$ cat config.mk
export PLATFORM = sky130hd
export DESIGN_NAME = i2c_slave_addr_match_data
export DESIGN_NICKNAME = d
export VERILOG_FILES = /design/src/core/i2c_slave_pkg.sv /design/src/core/addr_compare.sv /design/src/core/i2c_slave_addr_match_data.sv
export SDC_FILE = /design/constraint.sdc
export NUM_CORES = 1
export LEC_CHECK = 0
export BUFFER_PORTS_ARGS = -buffer_cell sky130_fd_sc_hd__buf_2
export CAP_MARGIN = 20
export CORE_ASPECT_RATIO = 1.5
export CORE_MARGIN = 1
export CORE_UTILIZATION = 58
export CTS_CLUSTER_DIAMETER = 50
export CTS_CLUSTER_SIZE = 12
export DETAILED_ROUTE_END_ITERATION = 10
export GPL_TIMING_DRIVEN = 1
export PLACE_DENSITY = 0.82
export RECOVER_POWER = 50
export SLEW_MARGIN = 20
export SYNTH_ARGS = -nofsm -noshare
export SYNTH_HDL_FRONTEND = slang
export SYNTH_SLANG_ARGS = --single-unit
$ cat constraint.sdc
create_clock -name ref_clk -period 3 [get_ports ref_clk]
set_input_delay 0.3 -clock ref_clk [delete_from_list [all_inputs] [get_ports ref_clk]]
set_output_delay 0.3 -clock ref_clk [all_outputs]
set_load 0.01 [all_outputs]
$ cat src/core/i2c_slave_pkg.sv
// Summary of operation
// - reading the slave data register returns the byte last received from the bus master in bits 7 to 0.
// - writing bits 7 to 0 of the slave data register sets the byte sent to the bus master.
// - four independent address comparators recognise a received address in hardware.
// - only comparator zero uses the qualifier; comparators one to three do a plain exact compare.
// - any comparator programmed with address zero answers the general call address.
// - comparator zero compares its field in bits 7 to 1 when enabled, as modified by the qualifier.
// - with the ignore-addresses bit 15 clear, matching addresses are handled normally.
// - with bit 15 set and automatic accept clear, every incoming address is ignored.
// - bit 0 of comparator zero enables it when 0 and makes it ignored when 1.
// - comparator one compares bits 7 to 1, enabled when bit 0 is clear, ignored when set.
// - comparator two compares bits 7 to 1, enabled when bit 0 is clear, ignored when set.
// - comparator three compares bits 7 to 1, enabled when bit 0 is clear, ignored when set.
// - with automatic accept set, a header matching comparator zero and the expected direction is acknowledged at once.
// - with automatic accept and ignore both clear, a matching address raises the slave attention flag.
// - range mode matches from the programmed address up to the qualifier; mask mode forces set qualifier bits to match.
package i2c_slave_pkg;
	localparam int NUM_CMP = 4;
	localparam int ADDR_W = 8;
	// ----------------------------------------
	// register offsets
	// ----------------------------------------
	localparam logic [7:0] OFS_CONTROL = 8'h40;
	localparam logic [7:0] OFS_SLAVE_DATA = 8'h44;
	localparam logic [7:0] OFS_ADDRESS_ZERO = 8'h48;
	localparam logic [7:0] OFS_ADDRESS_ONE = 8'h4C;
	localparam logic [7:0] OFS_ADDRESS_TWO = 8'h50;
	localparam logic [7:0] OFS_ADDRESS_THREE = 8'h54;
	localparam logic [7:0] OFS_QUALIFIER = 8'h58;
	localparam logic [7:0] OFS_IRQ_STATUS = 8'h60;
	localparam logic [7:0] OFS_IRQ_MASK = 8'h64;
	// ----------------------------------------
	// field positions
	// ----------------------------------------
	localparam int BIT_COMPARATOR_OFF = 0;
	localparam int BIT_AUTO_IGNORE = 15;
	localparam int BIT_AUTO_ACCEPT = 0;
	localparam int BIT_EXPECTED_DIR = 1;
	localparam int BIT_QUAL_KIND = 0;
	localparam int IRQ_W = 4;
	localparam int EVT_ATTENTION = 0;
	localparam int EVT_RX_BYTE = 1;
	localparam int EVT_TX_BYTE = 2;
	localparam int EVT_STOP = 3;
	// ----------------------------------------
	// reset values and counts
	// ----------------------------------------
	localparam logic [7:0] RST_ADDRESS = 8'h01;
	localparam logic [7:0] RST_QUALIFIER = 8'h00;
	localparam logic [7:0] RST_TX_DATA = 8'hFF;
	localparam logic [3:0] BITS_PER_BYTE = 4'h8;
	localparam int SYNC_STAGES = 3;

	typedef struct packed {
		logic [6:0] addr;
		logic off;
	} cmp_cfg_t;

	typedef struct packed {
		logic [6:0] value;
		logic range_mode;
	} qual_cfg_t;

	typedef enum logic [2:0] {
		ST_IDLE = 3'b000,
		ST_ADDR = 3'b001,
		ST_ACK = 3'b010,
		ST_RX = 3'b011,
		ST_TX = 3'b100,
		ST_TX_ACK = 3'b101
	} slave_state_t;
endpackage : i2c_slave_pkg

$ cat src/core/addr_compare.sv
`timescale 1ns/1ps
`default_nettype none
module addr_compare
	import i2c_slave_pkg::*;
#(
	parameter bit HAS_QUAL = 1'b0
) (
	input wire cmp_cfg_t cfg,
	input wire qual_cfg_t qual,
	input wire logic [6:0] rx_addr,
	output logic hit
);
	// a programmed zero matches the general call naturally through the exact compare
	always_comb begin
		hit = 1'b0;
		if (!cfg.off) begin
			if (HAS_QUAL && qual.range_mode) begin
				hit = (rx_addr >= cfg.addr) && (rx_addr <= qual.value);
			end else if (HAS_QUAL) begin
				hit = ((rx_addr ^ cfg.addr) & ~qual.value) == 7'h00;
			end else begin
				hit = rx_addr == cfg.addr;
			end
		end
	end
endmodule : addr_compare
`default_nettype wire

$ cat src/core/i2c_slave_addr_match_data.sv
`timescale 1ns/1ps
`default_nettype none
module i2c_slave_addr_match_data
	import i2c_slave_pkg::*;
(
	input wire logic ref_clk,
	input wire logic reset,
	input wire logic ce,
	input wire logic [ADDR_W-1:0] reg_addr,
	input wire logic [31:0] reg_wdata,
	input wire logic reg_wr,
	input wire logic reg_rd,
	output logic [31:0] reg_rdata,
	input wire logic scl_in,
	input wire logic sda_in,
	output logic sda_out,
	output logic sda_oe,
	output logic irq
);
	// ----------------------------------------
	// pin synchronisers and filter
	// ----------------------------------------
	logic [1:0] pin_s1_q;
	logic [1:0] pin_s2_q;
	logic [1:0] pin_s3_q;
	logic [1:0] pin_f_q;
	logic [1:0] pin_p_q;

	genvar gp;
	generate
		for (gp = 0; gp < 2; gp++) begin : g_sync
			always_ff @(posedge ref_clk) begin
				if (reset) begin
					pin_s1_q[gp] <= 1'b1;
					pin_s2_q[gp] <= 1'b1;
					pin_s3_q[gp] <= 1'b1;
					pin_f_q[gp] <= 1'b1;
					pin_p_q[gp] <= 1'b1;
				end else if (ce) begin
					pin_s1_q[gp] <= (gp == 0) ? scl_in : sda_in;
					pin_s2_q[gp] <= pin_s1_q[gp];
					pin_s3_q[gp] <= pin_s2_q[gp];
					// a change counts only once stages two and three agree
					if (pin_s2_q[gp] == pin_s3_q[gp]) begin
						pin_f_q[gp] <= pin_s3_q[gp];
					end
					pin_p_q[gp] <= pin_f_q[gp];
				end
			end
		end
	endgenerate

	logic scl_rise;
	logic scl_fall;
	logic start_det;
	logic stop_det;
	assign scl_rise = pin_f_q[0] && !pin_p_q[0];
	assign scl_fall = !pin_f_q[0] && pin_p_q[0];
	assign start_det = pin_f_q[0] && pin_p_q[0] && !pin_f_q[1] && pin_p_q[1];
	assign stop_det = pin_f_q[0] && pin_p_q[0] && pin_f_q[1] && !pin_p_q[1];

	// ----------------------------------------
	// registers
	// ----------------------------------------
	cmp_cfg_t cmp_cfg_q [NUM_CMP];
	qual_cfg_t qual_q;
	logic auto_ignore_addresses_q;
	logic auto_accept_header_q;
	logic expected_direction_q;
	logic [7:0] rx_data_q;
	logic [7:0] tx_data_q;
	logic [IRQ_W-1:0] irq_status_q;
	logic [IRQ_W-1:0] irq_status_d;
	logic [IRQ_W-1:0] irq_mask_q;
	logic [IRQ_W-1:0] events;

	logic wr_ctl;
	logic wr_data;
	logic wr_qual;
	logic wr_stat;
	logic wr_mask;
	assign wr_ctl = ce && reg_wr && (reg_addr == OFS_CONTROL);
	assign wr_data = ce && reg_wr && (reg_addr == OFS_SLAVE_DATA);
	assign wr_qual = ce && reg_wr && (reg_addr == OFS_QUALIFIER);
	assign wr_stat = ce && reg_wr && (reg_addr == OFS_IRQ_STATUS);
	assign wr_mask = ce && reg_wr && (reg_addr == OFS_IRQ_MASK);

	localparam logic [7:0] CMP_OFS [NUM_CMP] = '{OFS_ADDRESS_ZERO, OFS_ADDRESS_ONE, OFS_ADDRESS_TWO, OFS_ADDRESS_THREE};

	// ----------------------------------------
	// comparators
	// ----------------------------------------
	logic [7:0] addr_shift_q;
	logic [NUM_CMP-1:0] cmp_hit;

	genvar gc;
	generate
		for (gc = 0; gc < NUM_CMP; gc++) begin : g_cmp
			always_ff @(posedge ref_clk) begin
				if (reset) begin
					cmp_cfg_q[gc] <= cmp_cfg_t'(RST_ADDRESS);
				end else if (ce && reg_wr && (reg_addr == CMP_OFS[gc])) begin
					cmp_cfg_q[gc] <= cmp_cfg_t'(reg_wdata[7:0]);
				end
			end

			addr_compare #(
				.HAS_QUAL(gc == 0)
			) u_cmp (
				.cfg(cmp_cfg_q[gc]),
				.qual(qual_q),
				.rx_addr(addr_shift_q[7:1]),
				.hit(cmp_hit[gc])
			);

		end
	endgenerate

	always_ff @(posedge ref_clk) begin
		if (reset) begin
			auto_ignore_addresses_q <= 1'b0;
		end else if (ce && reg_wr && (reg_addr == OFS_ADDRESS_ZERO)) begin
			auto_ignore_addresses_q <= reg_wdata[BIT_AUTO_IGNORE];
		end
	end

	always_ff @(posedge ref_clk) begin
		if (reset) begin
			auto_accept_header_q <= 1'b0;
			expected_direction_q <= 1'b0;
		end else if (wr_ctl) begin
			auto_accept_header_q <= reg_wdata[BIT_AUTO_ACCEPT];
			expected_direction_q <= reg_wdata[BIT_EXPECTED_DIR];
		end
	end

	always_ff @(posedge ref_clk) begin
		if (reset) begin
			qual_q <= qual_cfg_t'(RST_QUALIFIER);
		end else if (wr_qual) begin
			qual_q <= qual_cfg_t'(reg_wdata[7:0]);
		end
	end

	always_ff @(posedge ref_clk) begin
		if (reset) begin
			tx_data_q <= RST_TX_DATA;
		end else if (wr_data) begin
			tx_data_q <= reg_wdata[7:0];
		end
	end

	// ----------------------------------------
	// address decision
	// ----------------------------------------
	logic any_match;
	logic rw_bit;
	logic dir_ok;
	logic auto_take;
	logic accept;
	assign any_match = |cmp_hit;
	assign rw_bit = addr_shift_q[0];
	assign dir_ok = rw_bit == expected_direction_q;
	assign auto_take = auto_accept_header_q && cmp_hit[0] && dir_ok;
	// ignore bit only takes effect for headers not taken automatically
	assign accept = auto_take || (any_match && !auto_ignore_addresses_q);

	// ----------------------------------------
	// slave bus state machine
	// ----------------------------------------
	slave_state_t state_q;
	logic [3:0] bit_cnt_q;
	logic [7:0] shift_q;
	logic read_q;
	logic master_ack_q;
	logic sda_oe_q;
	logic decide;
	assign decide = ce && (state_q == ST_ADDR) && scl_fall && (bit_cnt_q == BITS_PER_BYTE) && !start_det && !stop_det;

	always_ff @(posedge ref_clk) begin
		if (reset) begin
			state_q <= ST_IDLE;
			bit_cnt_q <= 4'h0;
			shift_q <= 8'h00;
			addr_shift_q <= 8'h00;
			read_q <= 1'b0;
			master_ack_q <= 1'b0;
			sda_oe_q <= 1'b0;
			rx_data_q <= 8'h00;
		end else if (ce) begin
			if (start_det) begin
				state_q <= ST_ADDR;
				bit_cnt_q <= 4'h0;
				sda_oe_q <= 1'b0;
			end else if (stop_det) begin
				state_q <= ST_IDLE;
				sda_oe_q <= 1'b0;
			end else begin
				case (state_q)
					ST_IDLE: begin
						sda_oe_q <= 1'b0;
					end
					ST_ADDR: begin
						if (scl_rise) begin
							addr_shift_q <= {addr_shift_q[6:0], pin_f_q[1]};
							bit_cnt_q <= bit_cnt_q + 4'h1;
						end else if (scl_fall && bit_cnt_q == BITS_PER_BYTE) begin
							read_q <= rw_bit;
							if (accept) begin
								sda_oe_q <= 1'b1;
								state_q <= ST_ACK;
							end else begin
								state_q <= ST_IDLE;
							end
						end
					end
					ST_ACK: begin
						if (scl_fall) begin
							bit_cnt_q <= 4'h0;
							if (read_q) begin
								shift_q <= tx_data_q;
								sda_oe_q <= !tx_data_q[7];
								state_q <= ST_TX;
							end else begin
								sda_oe_q <= 1'b0;
								state_q <= ST_RX;
							end
						end
					end
					ST_RX: begin
						if (scl_rise) begin
							shift_q <= {shift_q[6:0], pin_f_q[1]};
							bit_cnt_q <= bit_cnt_q + 4'h1;
						end else if (scl_fall && bit_cnt_q == BITS_PER_BYTE) begin
							rx_data_q <= shift_q;
							sda_oe_q <= 1'b1;
							state_q <= ST_ACK;
						end
					end
					ST_TX: begin
						if (scl_rise) begin
							bit_cnt_q <= bit_cnt_q + 4'h1;
						end else if (scl_fall) begin
							if (bit_cnt_q == BITS_PER_BYTE) begin
								sda_oe_q <= 1'b0;
								state_q <= ST_TX_ACK;
							end else begin
								shift_q <= {shift_q[6:0], 1'b1};
								sda_oe_q <= !shift_q[6];
							end
						end
					end
					ST_TX_ACK: begin
						if (scl_rise) begin
							master_ack_q <= !pin_f_q[1];
						end else if (scl_fall) begin
							bit_cnt_q <= 4'h0;
							if (master_ack_q) begin
								shift_q <= tx_data_q;
								sda_oe_q <= !tx_data_q[7];
								state_q <= ST_TX;
							end else begin
								state_q <= ST_IDLE;
							end
						end
					end
					default: begin
						state_q <= ST_IDLE;
						sda_oe_q <= 1'b0;
					end
				endcase
			end
		end
	end

	// open drain: the pin is only ever pulled low
	assign sda_out = 1'b0;
	assign sda_oe = sda_oe_q;

	// ----------------------------------------
	// interrupts
	// ----------------------------------------
	always_comb begin
		events = '0;
		events[EVT_ATTENTION] = decide && accept && !auto_take;
		events[EVT_RX_BYTE] = ce && (state_q == ST_RX) && scl_fall && (bit_cnt_q == BITS_PER_BYTE)
			&& !start_det && !stop_det;
		events[EVT_TX_BYTE] = ce && (state_q == ST_TX) && scl_fall && (bit_cnt_q == BITS_PER_BYTE)
			&& !start_det && !stop_det;
		events[EVT_STOP] = ce && stop_det && (state_q != ST_IDLE);
	end

	// a new event wins over a write-one clear in the same cycle
	always_comb begin
		irq_status_d = irq_status_q;
		if (wr_stat) begin
			irq_status_d = irq_status_d & ~reg_wdata[IRQ_W-1:0];
		end
		irq_status_d = irq_status_d | events;
	end

	always_ff @(posedge ref_clk) begin
		if (reset) begin
			irq_status_q <= '0;
		end else if (ce) begin
			irq_status_q <= irq_status_d;
		end
	end

	always_ff @(posedge ref_clk) begin
		if (reset) begin
			irq_mask_q <= '0;
		end else if (wr_mask) begin
			irq_mask_q <= reg_wdata[IRQ_W-1:0];
		end
	end

	assign irq = |(irq_status_q & irq_mask_q);

	// ----------------------------------------
	// read port
	// ----------------------------------------
	always_ff @(posedge ref_clk) begin
		if (reset) begin
			reg_rdata <= 32'h0000_0000;
		end else if (ce && reg_rd) begin
			case (reg_addr)
				OFS_CONTROL: reg_rdata <= {30'h0, expected_direction_q, auto_accept_header_q};
				OFS_SLAVE_DATA: reg_rdata <= {24'h00_0000, rx_data_q};
				OFS_ADDRESS_ZERO: reg_rdata <= {16'h0000, auto_ignore_addresses_q, 7'h00, cmp_cfg_q[0]};
				OFS_ADDRESS_ONE: reg_rdata <= {24'h00_0000, cmp_cfg_q[1]};
				OFS_ADDRESS_TWO: reg_rdata <= {24'h00_0000, cmp_cfg_q[2]};
				OFS_ADDRESS_THREE: reg_rdata <= {24'h00_0000, cmp_cfg_q[3]};
				OFS_QUALIFIER: reg_rdata <= {24'h00_0000, qual_q};
				OFS_IRQ_STATUS: reg_rdata <= {28'h000_0000, irq_status_q};
				OFS_IRQ_MASK: reg_rdata <= {28'h000_0000, irq_mask_q};
				default: reg_rdata <= 32'h0000_0000;
			endcase
		end
	end
endmodule : i2c_slave_addr_match_data
`default_nettype wire

==> metrics.md <==
| Metric | Value |
|---|---|
| Outcome | `finished with violations` |
| Failing checks | `max-capacitance violations, max-slew violations` |
| Placed cell area | `6380 um2` |
| Per-cell routed wire length | `20.7 um` |
| Initial antenna violation count | `0` |
| Synth area leader | `dfxtp_1` |
| Worst min-delay path class | `input port to flip-flop` |
| R2r setup slk | `0.24 ns` |
| Seq/Total Area, Yosys | `42.0%` |
| Worst Path Max Fanout | `7` |
| H-tree depth | `3` |
| Vias after detailed routing | `5,161` |
| Synth Flop Type | `dfxtp_1` |
| Period utilisation layout | `91.8%` |
| Leading post-synthesis cells by cell area | `dfxtp_1 (26%), edfxtp_1 (16%), mux2i_1 (7.5%)` |
| Overall power | `2980 uW` |
| RSZ-0062 raised after global routing | `false` |
| Sink Count | `112` |
| Post-synth EDFFs | `32` |
| GRT Max-Usage Layer | `met2` |
| Total Routing Usage GR | `33.6%` |
| Seq cells post-synth | `112` |
| Final Instance Area | `6640 um2` |
| Maximum root-to-sink buffer count | `2` |
| Slew @ Worst Pin | `1.78 ns` |
| Root buffer cell | `clkbuf_16` |
| Most frequent cell after synthesis | `dfxtp_1` |
| Share of layout cells above drive strength 1 | `11.6%` |
| Clock skew | `0.0114 ns` |
| M1 GR Usage | `36.3%` |
| Maximum Capacitance Violations | `1` |
| Final Net Count | `759` |
| Fill cells | `862` |
| # hold bufs at CTS | `0` |
| Core ar. | `10,200 um2` |
| Max stage delay on crit path | `0.56 ns` |
| Number of global-route vias before repair | `5,203` |
| Largest net degree at the start of global routing | `37` |
| Area occupied by multi-input gates | `3170 um2` |
| Port buffer count | `34` |
| Synthesized area | `6110 um2` |
| Adder-Cell Fraction of Synth Area | `3.48%` |
| Max-Slew Margin vs Limit | `-18.4%` |
| Final Slew Violations | `37` |
| Hold Slack | `0.165 ns` |
| Total area of sequential cells | `2560 um2` |
| Largest family of logic cells by synthesized area | `simple AND/OR/NAND/NOR gates` |
| CTS tree | `built` |
| Die extent in x | `85.8 um` |
| Setup Fix Bufs, Post-CTS | `0` |
| Hold Path Origin | `scl_in` |
| Hold-critical path depth | `3` |
| WL final | `17,400 um` |
| Max Fclk | `363 MHz` |
| Iter 0 DRT Violations | `451` |
| Compound-cell area share of the yosys netlist | `14.8%` |
| Layout area overhead | `8.71%` |
| Area share of and/or/nand/nor cells after synthesis | `21.1%` |
| DRC | `0` |
| Worst EP required | `3.26 ns` |
| Critical path startpoint category | `flip-flop` |
| Setup_tns | `0 ns` |
| Static Leak | `0.00240 uW` |
| DP HPWL | `13,000 um` |
| FFs w/ async S/R, synth | `0%` |
| Vias per inst | `6.14` |
| Worst Hold Path EP | `pin_s1_q[0]` |
| First drt pass iteration count | `6` |
| Std cell rows | `45` |
| Clock-pin slew on the worst setup and hold paths | `0.08 ns` |
| GP Congestion | `0.972` |
| CP Class | `flip-flop to flip-flop` |
| Clock Latency Late Sink | `0.36 ns` |
| Top cell type's share of synthesized area | `26.2%` |
| XOR/XNOR Fraction of Synth Area | `3.42%` |
| Post_cts resized | `0` |
| Crit path cell chain | `ha_1 -> nand4_1 -> and3_1 -> o21ai_0 -> a31oi_1 -> nor3_1 -> or4_1 -> a31oi_1` |
| Mux share of post-synthesis cell area | `7.91%` |
| WP data arrival | `3.01 ns` |
| Global-route wire length before repair | `27,400 um` |
| IO Pins | `82` |
| Met2 Use GR | `57.3%` |
| Crit end category | `flip-flop` |
| M3 GR Usage | `5.86%` |
| ANT cells | `0` |
| Post-synthesis cell count | `659` |
| Mean area per synthesized cell | `9.27 um2` |
| FF-to-FF Start | `addr_shift_q[6]` |
| Most frequent CP cell | `a31oi_1` |
| Maximum vdd ir drop | `0.400 mV` |
| Setup violations, final | `0` |
| Reg2Reg Depth | `8` |
| TritonCTS buffer count | `9` |
| Cell with the largest stage delay on the worst path | `dfxtp_1` |
| Final Hold Viols | `0` |
| Antenna-violating nets left | `0` |
| Pwr/cell area | `448 nW/um2` |
| Synth warn | `0` |
| Die area | `11,000 um2` |
| Critical R2R Capture | `sda_oe` |
| GRT overflow | `0` |
| Min Clock Period, post-route | `2.76 ns` |
| Commonest cells post-synth | `dfxtp_1 (80), nand2_1 (61), nor2_1 (60), mux2i_1 (46), a21oi_1 (35)` |
| Initial Util | `59.9%` |
| Number of distinct library cells after synthesis | `65` |
| Die Height | `128 um` |
-- power breakdown --
group | switching [uW] | internal [uW] | leakage, uW | total, uW
registers | 21.5 | 1580 | 0.000952 | 1600
logic | 125 | 50.3 | 0.00130 | 175
clock network | 610 | 591 | 0.000148 | 1200
-- metrics by stage --
| stage | std cells | worst slack (ns) | utilization, % |
|---|---|---|---|
| finish | 841 | 0.245 | 65.1 |
| global route | 841 | 0.207 | 65.1 |
| CTS | 841 | 0.343 | 65.5 |
| detailed placement | 825 | 0.374 | 62.6 |
| global placement | 825 | 0.448 | 62.6 |
| floorplan | 682 | 0.836 | - |
-- layer usage --
layer  vias up  wire length, um
li1       2387                -
met1      2417             6240
met2       277             8620
met3        80             1200
met4         0             1310
met5         -                0
-- worst max-delay path by stage --
stage / startpoint / to / slack [ns] / cells after the start
after floorplan: addr_shift_q[1] / sda_oe / 0.84 / 10
after global placement: addr_shift_q[6] / sda_oe / 0.45 / 8
after detailed placement: addr_shift_q[6] / sda_oe / 0.37 / 8
after CTS: addr_shift_q[6] / sda_oe / 0.34 / 8
after global routing: addr_shift_q[6] / sda_oe / 0.21 / 8
final: addr_shift_q[6] / sda_oe / 0.24 / 8
-- cells by family (layout without fill, tap and decap cells) --
family                   after synthesis  count (layout)
flip-flops                           112             112
other                                  1              24
AND/OR/NAND/NOR                      240             240
multiplexers                          48              48
buffers and inverters                 81              99
AO/OA/AOI/OAI                        137             137
adder cells (fa/ha/maj)               17              17
XOR/XNOR                              23              23
-- worst max-delay path: cells and delay by family, from the launching register on --
family	cells	cell delay (ns)
AOI/OAI and AO/OA	3	0.78
adders and majority gates	1	0.34
DFF	1	0.56
and+or+nand+nor	4	0.96
-- cell type report --
type / count / share of cell area, %
sequential: 112 / 38.6
tap: 141 / 2.66
inverter: 23 / 1.30
timing repair buffer: 60 / 5.07
clock buffer: 9 / 3.39
multi-input combinational: 489 / 47.8
clock inverter: 7 / 1.15
-- cells in the final DEF (no fill, tap or decap), types with 3 or more instances in the layout --
| cell | synthesis | final |
|---|---|---|
| nand2b_1 | 13 | 13 |
| nor3_1 | 10 | 10 |
| a211oi_1 | 13 | 13 |
| and2_0 | 2 | 11 |
| inv_1 | 22 | 22 |
| nor2b_1 | 4 | 4 |
| o21ai_0 | 26 | 26 |
| a22oi_1 | 19 | 19 |
| a31oi_1 | 5 | 5 |
| nor4_1 | 4 | 4 |
| a22o_1 | 5 | 5 |
| nand4_1 | 9 | 9 |
| a21oi_1 | 35 | 35 |
| dfxtp_1 | 80 | 80 |
| conb_1 | 1 | 24 |
| xor2_1 | 3 | 3 |
| mux2i_1 | 46 | 46 |
| clkbuf_16 | 0 | 9 |
| edfxtp_1 | 32 | 32 |
| buf_4 | 26 | 22 |
| buf_2 | 11 | 22 |
| nor3b_1 | 5 | 6 |
| nand3b_1 | 4 | 4 |
| a222oi_1 | 8 | 8 |
| xnor2_1 | 19 | 19 |
| or2_2 | 3 | 3 |
| ha_1 | 17 | 17 |
| nand2_1 | 61 | 61 |
| nor2_1 | 60 | 60 |
| o22ai_1 | 10 | 10 |
| and2_1 | 29 | 20 |
| nand3_1 | 11 | 11 |
| or3_1 | 5 | 5 |
| a32oi_1 | 5 | 5 |
| clkbuf_1 | 15 | 15 |
-- flip-flops by register name (all words and copies together), names as in the netlist, 3 cells and up --
| name | flops |
|---|---|
| irq_mask_q | 4 |
| state_q | 3 |
| cmp_cfg_q | 32 |
| tx_data_q | 8 |
| irq_status_q | 4 |
| addr_shift_q | 8 |
| bit_cnt_q | 4 |
| rx_data_q | 8 |
| qual_q | 8 |
| reg_rdata | 9 |
| shift_q | 8 |
Power figures use the tool's default switching activity.
